### config.mk
export PLATFORM = sky130hd
export DESIGN_NAME = srs_sequencer
export DESIGN_NICKNAME = d
export VERILOG_FILES = /design/src/rtl/srs_pkg.sv /design/src/rtl/srs_sequencer.sv
export VERILOG_INCLUDE_DIRS = /design/src /design/src/rtl
export SDC_FILE = /design/constraint.sdc
export NUM_CORES = 1
export LEC_CHECK = 0
export BUFFER_PORTS_ARGS = -buffer_cell sky130_fd_sc_hd__buf_2
export CORE_UTILIZATION = 40
export DETAILED_ROUTE_END_ITERATION = 12
export PLACE_DENSITY = 0.64
export RECOVER_POWER = 25
export SYNTH_ARGS = -nofsm -noshare
export SYNTH_HDL_FRONTEND = slang
export SYNTH_SLANG_ARGS = --single-unit
export TNS_END_PERCENT = 20
### constraint.sdc
create_clock -name clk -period 5.7 [get_ports clk]
set_input_delay 0.285 -clock clk [delete_from_list [all_inputs] [get_ports clk]]
set_output_delay 0.285 -clock clk [all_outputs]
set_load 0.03 [all_outputs]
### src/rtl/srs_consts.svh
// constants for the switch reset and initialization sequencer
`ifndef SRS_CONSTS_SVH
`define SRS_CONSTS_SVH
`define SRS_CLK_MHZ          100
`define SRS_TRAIN_MS         20
`define SRS_CFG_READY_MS     100
`define SRS_TRAIN_CYC        (`SRS_TRAIN_MS * 1000 * `SRS_CLK_MHZ)
`define SRS_CFG_READY_CYC    (`SRS_CFG_READY_MS * 1000 * `SRS_CLK_MHZ)
`define SRS_MODE_NORMAL      3'h0
`define SRS_MODE_EEPROM      3'h1
`define SRS_NPORTS           6
`define SRS_ADDR_CTRL        12'h000
`define SRS_ADDR_STATUS      12'h004
`define SRS_ADDR_SMBSTS      12'h008
`define SRS_ADDR_LINKSTS     12'h00C
`define SRS_ADDR_PHYSTATE    12'h010
`define SRS_CTRL_FUNDAMENTAL_RESET_CTL_BIT_BIT    0
`define SRS_CTRL_HRST_BIT    1
`define SRS_SMB_DONE_BIT     0
`define SRS_SMB_ERR_BIT      1
`define SRS_RESP_OKAY        2'h0
`define SRS_RESP_SLVERR      2'h2
`endif

### src/rtl/srs_pkg.sv
// types of the switch reset and initialization sequencer
`default_nettype none
package srs_pkg;
  typedef enum logic [3:0] {
    SRS_ST_HOLD     = 4'h0,
    SRS_ST_MODE     = 4'h1,
    SRS_ST_PLL      = 4'h2,
    SRS_ST_TRAIN    = 4'h3,
    SRS_ST_SPEED    = 4'h4,
    SRS_ST_SSMB     = 4'h5,
    SRS_ST_MSMB     = 4'h6,
    SRS_ST_EEPROM   = 4'h7,
    SRS_ST_RUN      = 4'h8,
    SRS_ST_WARM     = 4'h9
  } srs_state_t;
endpackage : srs_pkg
`default_nettype wire

### src/rtl/srs_sequencer.sv
// reset and initialization sequencer with axi4-lite registers
//
// Local design decisions: the AXI4-Lite interface to the registers and the register addresses.
`include "srs_consts.svh"
`default_nettype none
module srs_sequencer
  import srs_pkg::*;
#(
  parameter int unsigned TRAIN_CYC     = `SRS_TRAIN_CYC,
  parameter int unsigned CFG_READY_CYC = `SRS_CFG_READY_CYC
) (
  input  wire logic        clk,
  input  wire logic        resetn,
  input  wire logic        fundamental_reset_n,
  input  wire logic        common_clock_downstream,
  input  wire logic        common_clock_upstream,
  input  wire logic [2:0]  operating_mode_sel,
  input  wire logic        master_smbus_slow_sel,
  input  wire logic [3:0]  slave_smbus_addr_straps,
  input  wire logic        pll_locked,
  input  wire logic        ee_wr_valid,
  input  wire logic [11:0] ee_wr_addr,
  input  wire logic [31:0] ee_wr_data,
  input  wire logic        ee_error,
  input  wire logic [7:0]  ee_error_code,
  input  wire logic        ee_last,
  input  wire logic        hot_reset_req,
  input  wire logic        us_sbr_req,
  input  wire logic [4:0]  ds_sbr_req,
  input  wire logic [11:0] s_axi_awaddr,
  input  wire logic        s_axi_awvalid,
  output logic             s_axi_awready,
  input  wire logic [31:0] s_axi_wdata,
  input  wire logic [3:0]  s_axi_wstrb,
  input  wire logic        s_axi_wvalid,
  output logic             s_axi_wready,
  output logic [1:0]       s_axi_bresp,
  output logic             s_axi_bvalid,
  input  wire logic        s_axi_bready,
  input  wire logic [11:0] s_axi_araddr,
  input  wire logic        s_axi_arvalid,
  output logic             s_axi_arready,
  output logic [31:0]      s_axi_rdata,
  output logic [1:0]       s_axi_rresp,
  output logic             s_axi_rvalid,
  input  wire logic        s_axi_rready,
  output logic             core_reset_n,
  output logic             pll_reset_n,
  output logic             link_train_en,
  output logic             quasi_reset,
  output logic             cfg_retry,
  output logic             msmb_slow,
  output logic             ssmb_enable,
  output logic [3:0]       ssmb_addr,
  output logic             msmb_enable,
  output logic             ee_load_en,
  output logic [5:0]       retrain_pulse,
  output logic [5:0]       port_hot_reset
);

  srs_state_t  st_q;
  srs_state_t  st_d;
  logic [31:0] cnt_q;
  logic [31:0] cnt_d;
  logic        pin_q;
  logic        pin_d;
  logic        cap_ds_q;
  logic        cap_ds_d;
  logic        cap_us_q;
  logic        cap_us_d;
  logic [2:0]  cap_mode_q;
  logic [2:0]  cap_mode_d;
  logic        slow_q;
  logic        slow_d;
  logic [3:0]  addr_q;
  logic [3:0]  addr_d;
  logic [5:0]  sclk_q;
  logic [5:0]  sclk_d;
  logic        ee_done_q;
  logic        ee_done_d;
  logic        ee_err_q;
  logic        ee_err_d;
  logic [7:0]  ee_code_q;
  logic [7:0]  ee_code_d;
  logic        warm_q;
  logic        warm_d;
  logic        aw_q;
  logic        aw_d;
  logic        w_q;
  logic        w_d;
  logic        bv_q;
  logic        bv_d;
  logic        rv_q;
  logic        rv_d;
  logic [11:0] awa_q;
  logic [11:0] awa_d;
  logic [31:0] wd_q;
  logic [31:0] wd_d;
  logic [31:0] rd_q;
  logic [31:0] rd_d;
  logic [1:0]  br_q;
  logic [1:0]  br_d;
  logic [1:0]  rr_q;
  logic [1:0]  rr_d;
  logic [5:0]  rt_q;
  logic [5:0]  rt_d;
  logic        sw_wr;
  logic        ee_sel;

  assign sw_wr  = aw_q && w_q && !bv_q;
  assign ee_sel = (cap_mode_q == `SRS_MODE_EEPROM);

  // sequencer and boot capture
  always_comb begin
    st_d       = st_q;
    cnt_d      = (cnt_q == 32'hFFFFFFFF) ? cnt_q : cnt_q + 32'h1;
    pin_d      = pin_q;
    cap_ds_d   = cap_ds_q;
    cap_us_d   = cap_us_q;
    cap_mode_d = cap_mode_q;
    slow_d     = slow_q;
    addr_d     = addr_q;
    sclk_d     = sclk_q;
    ee_done_d  = ee_done_q;
    ee_err_d   = ee_err_q;
    ee_code_d  = ee_code_q;
    warm_d     = warm_q;
    rt_d       = 6'h00;
    if (!fundamental_reset_n) begin
      st_d  = SRS_ST_HOLD;
      pin_d = 1'b1;
    end else begin
      unique case (st_q)
        SRS_ST_HOLD: begin
          if (pin_q) begin
            cap_ds_d   = common_clock_downstream;
            cap_us_d   = common_clock_upstream;
            cap_mode_d = operating_mode_sel;
            // speed and address straps are boot straps too, kept on warm reset
            slow_d     = master_smbus_slow_sel;
            addr_d     = slave_smbus_addr_straps;
          end
          pin_d     = 1'b0;
          cnt_d     = 32'h0;
          ee_done_d = 1'b0;
          ee_err_d  = 1'b0;
          ee_code_d = 8'h00;
          st_d      = SRS_ST_MODE;
        end
        SRS_ST_MODE: begin
          sclk_d = {{(`SRS_NPORTS-1){cap_ds_q}}, cap_us_q};
          st_d   = SRS_ST_PLL;
        end
        SRS_ST_PLL:    if (pll_locked) st_d = SRS_ST_TRAIN;
        SRS_ST_TRAIN:  st_d = SRS_ST_SPEED;
        SRS_ST_SPEED: begin
          st_d = SRS_ST_SSMB;
        end
        SRS_ST_SSMB: begin
          st_d = SRS_ST_MSMB;
        end
        SRS_ST_MSMB: st_d = ee_sel ? SRS_ST_EEPROM : SRS_ST_RUN;
        SRS_ST_EEPROM: begin
          if (ee_error) begin
            ee_err_d  = 1'b1;
            ee_code_d = ee_error_code;
            ee_done_d = 1'b1;
            st_d      = SRS_ST_RUN;
          end else if (ee_wr_valid) begin
            if (ee_wr_addr == `SRS_ADDR_PHYSTATE)
              rt_d = ee_wr_data[5:0];
            if (ee_wr_addr == `SRS_ADDR_LINKSTS)
              sclk_d = ee_wr_data[5:0];
            if (ee_last) begin
              ee_done_d = 1'b1;
              st_d      = SRS_ST_RUN;
            end
          end
        end
        SRS_ST_RUN: begin
          if (sw_wr && awa_q == `SRS_ADDR_LINKSTS)
            sclk_d = wd_q[5:0];
          if (sw_wr && awa_q == `SRS_ADDR_PHYSTATE)
            rt_d = wd_q[5:0];
          if (sw_wr && awa_q == `SRS_ADDR_CTRL && wd_q[`SRS_CTRL_FUNDAMENTAL_RESET_CTL_BIT_BIT])
            warm_d = 1'b1;
          if (warm_q && bv_q && s_axi_bready) begin
            warm_d = 1'b0;
            st_d   = SRS_ST_WARM;
          end
        end
        SRS_ST_WARM: st_d = SRS_ST_HOLD;
        default:     st_d = SRS_ST_HOLD;
      endcase
    end
  end

  // axi4-lite slave
  always_comb begin
    aw_d  = aw_q;
    w_d   = w_q;
    awa_d = awa_q;
    wd_d  = wd_q;
    bv_d  = bv_q;
    br_d  = br_q;
    rv_d  = rv_q;
    rd_d  = rd_q;
    rr_d  = rr_q;
    if (s_axi_awvalid && s_axi_awready) begin
      aw_d  = 1'b1;
      awa_d = s_axi_awaddr;
    end
    if (s_axi_wvalid && s_axi_wready) begin
      w_d  = 1'b1;
      wd_d = s_axi_wdata;
    end
    if (sw_wr) begin
      aw_d = 1'b0;
      w_d  = 1'b0;
      bv_d = 1'b1;
      br_d = (awa_q == `SRS_ADDR_CTRL || awa_q == `SRS_ADDR_LINKSTS ||
              awa_q == `SRS_ADDR_PHYSTATE || awa_q == `SRS_ADDR_STATUS ||
              awa_q == `SRS_ADDR_SMBSTS) ? `SRS_RESP_OKAY : `SRS_RESP_SLVERR;
    end
    if (bv_q && s_axi_bready)
      bv_d = 1'b0;
    if (s_axi_arvalid && s_axi_arready) begin
      rv_d = 1'b1;
      rr_d = `SRS_RESP_OKAY;
      unique case (s_axi_araddr)
        `SRS_ADDR_CTRL:     rd_d = {31'h0, warm_q};
        `SRS_ADDR_STATUS:   rd_d = {26'h0, cap_mode_q, cap_us_q, cap_ds_q, slow_q};
        `SRS_ADDR_SMBSTS:   rd_d = {22'h0, ee_code_q, ee_err_q, ee_done_q};
        `SRS_ADDR_LINKSTS:  rd_d = {26'h0, sclk_q};
        `SRS_ADDR_PHYSTATE: rd_d = {28'h0, st_q};
        default: begin
          rd_d = 32'h0;
          rr_d = `SRS_RESP_SLVERR;
        end
      endcase
    end
    if (rv_q && s_axi_rready)
      rv_d = 1'b0;
  end

  always_ff @(posedge clk or negedge resetn) begin
    if (!resetn) begin
      st_q       <= SRS_ST_HOLD;
      cnt_q      <= 32'h0;
      pin_q      <= 1'b1;
      cap_ds_q   <= 1'b0;
      cap_us_q   <= 1'b0;
      cap_mode_q <= `SRS_MODE_NORMAL;
      slow_q     <= 1'b0;
      addr_q     <= 4'h0;
      sclk_q     <= 6'h00;
      ee_done_q  <= 1'b0;
      ee_err_q   <= 1'b0;
      ee_code_q  <= 8'h00;
      warm_q     <= 1'b0;
      rt_q       <= 6'h00;
      aw_q       <= 1'b0;
      w_q        <= 1'b0;
      awa_q      <= 12'h000;
      wd_q       <= 32'h0;
      bv_q       <= 1'b0;
      br_q       <= 2'h0;
      rv_q       <= 1'b0;
      rd_q       <= 32'h0;
      rr_q       <= 2'h0;
    end else begin
      st_q       <= st_d;
      cnt_q      <= cnt_d;
      pin_q      <= pin_d;
      cap_ds_q   <= cap_ds_d;
      cap_us_q   <= cap_us_d;
      cap_mode_q <= cap_mode_d;
      slow_q     <= slow_d;
      addr_q     <= addr_d;
      sclk_q     <= sclk_d;
      ee_done_q  <= ee_done_d;
      ee_err_q   <= ee_err_d;
      ee_code_q  <= ee_code_d;
      warm_q     <= warm_d;
      rt_q       <= rt_d;
      aw_q       <= aw_d;
      w_q        <= w_d;
      awa_q      <= awa_d;
      wd_q       <= wd_d;
      bv_q       <= bv_d;
      br_q       <= br_d;
      rv_q       <= rv_d;
      rd_q       <= rd_d;
      rr_q       <= rr_d;
    end
  end

  assign s_axi_awready = !aw_q && !bv_q;
  assign s_axi_wready  = !w_q && !bv_q;
  assign s_axi_bvalid  = bv_q;
  assign s_axi_bresp   = br_q;
  assign s_axi_arready = !rv_q;
  assign s_axi_rvalid  = rv_q;
  assign s_axi_rdata   = rd_q;
  assign s_axi_rresp   = rr_q;

  logic past_pll;
  logic past_train;
  assign past_pll   = (st_q != SRS_ST_HOLD) && (st_q != SRS_ST_MODE) &&
                      (st_q != SRS_ST_WARM);
  assign past_train = past_pll && (st_q != SRS_ST_PLL);

  assign pll_reset_n   = past_pll || (st_q == SRS_ST_PLL);
  assign core_reset_n  = past_train;
  assign link_train_en = past_train;
  // quasi reset ends once TRAIN_CYC cycles (20ms) have passed since leaving hold, including the pll lock wait
  assign quasi_reset   = past_train && (cnt_q < TRAIN_CYC);
  assign cfg_retry     = past_train && ((st_q == SRS_ST_EEPROM) ||
                         (cnt_q < CFG_READY_CYC) || (st_q != SRS_ST_RUN));
  assign msmb_slow     = slow_q;
  assign ssmb_enable   = (st_q == SRS_ST_MSMB) || (st_q == SRS_ST_EEPROM) ||
                         (st_q == SRS_ST_RUN);
  assign ssmb_addr     = addr_q;
  assign msmb_enable   = (st_q == SRS_ST_EEPROM) || (st_q == SRS_ST_RUN);
  assign ee_load_en    = (st_q == SRS_ST_EEPROM);
  assign retrain_pulse = rt_q;

  // per port hot reset: port 0 on hot reset, others also on bus resets
  genvar gi;
  generate
    for (gi = 0; gi < `SRS_NPORTS; gi++) begin : g_port
      if (gi == 0) begin : g_up
        assign port_hot_reset[gi] = hot_reset_req;
      end else begin : g_dn
        assign port_hot_reset[gi] = hot_reset_req || us_sbr_req ||
                                    ds_sbr_req[gi-1];
      end
    end
  endgenerate

endmodule : srs_sequencer
`default_nettype wire

==> run_summary.xml <==
<?xml version="1.0" encoding="UTF-8"?>
<metrics>
  <group name="outcome">
    <metric name="status" unit="">complete, but fails checks</metric>
    <metric name="violations_in_the_final_reports" unit="">capacitance limit, slew limit</metric>
  </group>
  <group name="floorplanning">
    <metric name="die_w" unit="um">121</metric>
    <metric name="core_region_area" unit="sq mm">0.0138</metric>
    <metric name="floorplan.initialDensity" unit="%">40.8</metric>
    <metric name="fp.dieH" unit="um">121</metric>
    <metric name="die_area" unit="sq mm">0.0146</metric>
    <metric name="placement_rows" unit="">43</metric>
    <metric name="io_pins" unit="">207</metric>
  </group>
  <group name="timing">
    <metric name="post_route_fraction_of_the_period_consumed_by_the_critical_path" unit="%">50.6</metric>
    <metric name="final.min_clock_period" unit="ps">2880</metric>
    <metric name="timing.max_slew.rel_slack" unit="%">-46.6</metric>
    <metric name="rsz_0062_raised_after_global_routing" unit="">no</metric>
    <metric name="final.setup.tns" unit="ps">0</metric>
    <metric name="max_clock_freq" unit="GHz">0.347</metric>
    <metric name="finalSetupViolations" unit="">0</metric>
    <metric name="report.final.hold_viol_count" unit="">0</metric>
    <metric name="tightestPinTransition" unit="ps">2200</metric>
    <metric name="final.setup_skew" unit="ps">7.17</metric>
    <metric name="timing.final.ws_setup" unit="ps">2820</metric>
    <metric name="final.hold.worst_slack" unit="ps">108</metric>
    <metric name="max_transition_viols_final" unit="">42</metric>
  </group>
  <group name="yosys">
    <metric name="share_of_synthesized_flip_flops_with_an_asynchronous_set_or_reset" unit="%">100</metric>
    <metric name="dominantRegCellSynth" unit="">sky130_fd_sc_hd__dfrtp_1</metric>
    <metric name="ys_seq_elements" unit="">104</metric>
    <metric name="seq_area_frac_synth" unit="%">46.2</metric>
    <metric name="synth-edff-count" unit="">0</metric>
    <metric name="syn-mean-instance-area" unit="sq um">10.1</metric>
    <metric name="combined_area_of_all_synthesized_cells" unit="sq mm">0.00564</metric>
    <metric name="synthesis.yosys.warnings" unit="">0</metric>
    <metric name="yosys.cell_types.count" unit="">71</metric>
    <metric name="syn_inst" unit="">557</metric>
  </group>
  <group name="cts">
    <metric name="clock_latency" unit="ps">360</metric>
    <metric name="numClockSinks" unit="">104</metric>
    <metric name="postCtsHoldBufs" unit="">1</metric>
    <metric name="ctsResizeCount" unit="">0</metric>
    <metric name="post-cts-setup-buffers" unit="">0</metric>
    <metric name="root_buffer" unit="">sky130_fd_sc_hd__clkbuf_16</metric>
    <metric name="cts_tree" unit="">yes</metric>
    <metric name="clk_transition_reported_paths" unit="ps">70</metric>
    <metric name="max-clock-path-buffers" unit="">2</metric>
    <metric name="cts_htree_levels" unit="">3</metric>
    <metric name="numCtsBuffers" unit="">9</metric>
  </group>
  <group name="detailed_routing">
    <metric name="drtIter0Drc" unit="">277</metric>
    <metric name="drt_first_pass_iters" unit="">5</metric>
    <metric name="drc_errors" unit="">0</metric>
    <metric name="via_count" unit="">4828</metric>
    <metric name="antenna_nets_post_route" unit="">0</metric>
    <metric name="wl" unit="um">13500</metric>
    <metric name="avgRoutedWirePerCell" unit="um">15.9</metric>
    <metric name="route.detailed.vias_per_inst" unit="">5.66</metric>
  </group>
  <group name="global_routing">
    <metric name="overflow" unit="">0</metric>
    <metric name="first_pass_grt_wire_length" unit="um">21900</metric>
    <metric name="number_of_antenna_violations_at_the_first_check_in_global_routing" unit="">0</metric>
    <metric name="vias_in_the_first_global_route" unit="">4582</metric>
    <metric name="global_route_usage_sum" unit="%">19.2</metric>
    <metric name="grt_start_max_net_pins" unit="">65</metric>
  </group>
  <group name="pwr">
    <metric name="power-per-cell-area" unit="mW/mm^2">361</metric>
    <metric name="total_power" unit="mW">2.37</metric>
    <metric name="vdd_ir_drop_max" unit="mV">0.299</metric>
    <metric name="power.static_leakage" unit="nW">2.98</metric>
  </group>
  <group name="layout">
    <metric name="post_route_cells_drive_above_1_share" unit="%">26.7</metric>
    <metric name="fillers" unit="">1337</metric>
    <metric name="insertedDiodeCount" unit="">0</metric>
    <metric name="finish.net_count" unit="">810</metric>
    <metric name="area_delta_synth_final" unit="%">16.6</metric>
  </group>
  <group name="placement">
    <metric name="portBuffers" unit="">126</metric>
    <metric name="gp_congestion" unit="">0.859</metric>
    <metric name="dp_hpwl" unit="um">9870</metric>
    <metric name="place_worst_setup_slack" unit="ps">3320</metric>
  </group>
  <group name="job">
    <metric name="drv.max_cap_violation_count" unit="">1</metric>
  </group>
  <group name="hold_path">
    <metric name="worstHoldPathType" unit="">primary input to register</metric>
  </group>
  <group name="worst_setup_path">
    <metric name="critPathCaptureType" unit="">asynchronous set/reset pin</metric>
    <metric name="criticalPathCategory" unit="">primary input to asynchronous set/reset pin</metric>
    <metric name="timing.critical_path.fanout_max" unit="">64</metric>
    <metric name="critical_path_s_slowest_cell" unit="">sky130_fd_sc_hd__clkbuf_1</metric>
    <metric name="critPathArrivalTime" unit="ps">3270</metric>
    <metric name="crit_path_max_incr_delay" unit="ps">1560</metric>
    <metric name="worstSetupStartpointType" unit="">primary input</metric>
    <metric name="required" unit="ps">6090</metric>
    <metric name="path_cells" unit="">dlygate4sd3_1 &gt; clkbuf_1 &gt; buf_4</metric>
  </group>
</metrics>
-- registers in the layout, summed over array words and instances, names as in the netlist, 3 cells and up --
signal         cells
wd_q               6
cap_mode_q         3
ee_code_q          8
st_q               4
sclk_q             6
ssmb_addr          4
s_axi_rdata       10
retrain_pulse      6
awa_q             12
cnt_q             32
-- final cells by class --
| cell class | instances | area, sq um | share of cell area [%] |
|---|---|---|---|
| Clock buffer | 10 | 239 | 3.63 |
| Clock inverter | 6 | 71.3 | 1.08 |
| Inverter | 7 | 26.3 | 0.400 |
| Multi-Input combinational cell | 417 | 2780 | 42.3 |
| Sequential cell | 104 | 2600 | 39.6 |
| Tap cell | 180 | 225 | 3.43 |
| Timing Repair Buffer | 129 | 629 | 9.57 |
-- through the flow --
step	instances	util, %	area, sq um
detailed placement	836	45.4	6280
global placement	836	45.4	6280
finish	853	47.6	6580
global route	853	47.6	6580
CTS	853	47.8	6600
floorplan	580	-	5720
-- critical path, delay by kind of cell --
family / cells / cell delay (ps)
buf+inv: 3 / 2930
-- cell families after synthesis --
kind of cell	Yosys count	synth area share, %
other cells	1	0.0665
flops	104	46.2
buf+inv	59	6.19
fa+ha+maj	1	0.222
xor+xnor	2	0.311
simple gates	226	23.5
mux	42	8.72
compound gates	122	14.8
-- synthesized netlist by cell type (all sizes together), types with 7 or more instances --
cell type	number	share of area (%)
inv	7	0.47
o31ai	10	1.6
a22o	8	1.2
and2	8	0.89
nand3	23	2.4
clkbuf	15	1.0
nand2	54	3.6
nor4b	7	1.8
buf	37	4.7
a22oi	9	1.2
nor3	12	1.4
mux2	39	8.2
a21oi	29	2.6
or4	11	1.5
nor4	10	1.5
and3	7	0.78
nor2	41	2.8
nand4	18	2.5
dfrtp	103	46
or3	17	1.9
o21ai	25	2.2
-- path summary, 6_finish.rpt --
check                          startpoint              to  slack, ps  depth (start not counted)
max                                resetn  s_axi_rdata[6]       2820                          3
min                          s_axi_rready    s_axi_rvalid        110                          2
max reg2reg                       st_q[2]       sclk_q[5]       3310                          5
min reg2reg                s_axi_rdata[9]  s_axi_rdata[9]        470                          2
max in group clk                  st_q[0]     quasi_reset       3230                          6
min in group asynchronous          resetn       cnt_q[31]       1110                          2
-- report_power, final --
group	internal [mW]	switching, mW
Sequential	0.903	0.155
Combinational	0.294	0.377
Clock	0.358	0.288
-- per-layer routing --
layer  vias up  track usage (%)  part of all wire [%]  wire length (um)
li1       2252                -                     -                 -
met1      2360             22.9                    41              5580
met2       194             32.7                    50              6730
met3        22             5.75                   7.2               972
met4         0             7.10                   1.9               257
met5         -                0                     0                 0
-- layout by cell type (no fill, tap or decap), types with 6 or more instances in the layout --
cell,instances
sky130_fd_sc_hd__nand4_1,16
sky130_fd_sc_hd__a22oi_1,9
sky130_fd_sc_hd__nand2_1,53
sky130_fd_sc_hd__clkbuf_16,9
sky130_fd_sc_hd__mux2_4,6
sky130_fd_sc_hd__a21oi_1,29
sky130_fd_sc_hd__clkbuf_1,21
sky130_fd_sc_hd__mux2_2,31
sky130_fd_sc_hd__or3_1,17
sky130_fd_sc_hd__a22o_1,8
sky130_fd_sc_hd__nor2_1,40
sky130_fd_sc_hd__and3_1,7
sky130_fd_sc_hd__or4_1,11
sky130_fd_sc_hd__nand3_1,21
sky130_fd_sc_hd__inv_1,7
sky130_fd_sc_hd__conb_1,24
sky130_fd_sc_hd__nor4_1,8
sky130_fd_sc_hd__o31ai_1,9
sky130_fd_sc_hd__and2_1,7
sky130_fd_sc_hd__buf_2,105
sky130_fd_sc_hd__dfrtp_1,103
sky130_fd_sc_hd__a31oi_1,6
sky130_fd_sc_hd__nor3_1,10
sky130_fd_sc_hd__a221o_1,6
sky130_fd_sc_hd__o21ai_0,25
(Power assumes the default switching activity.)
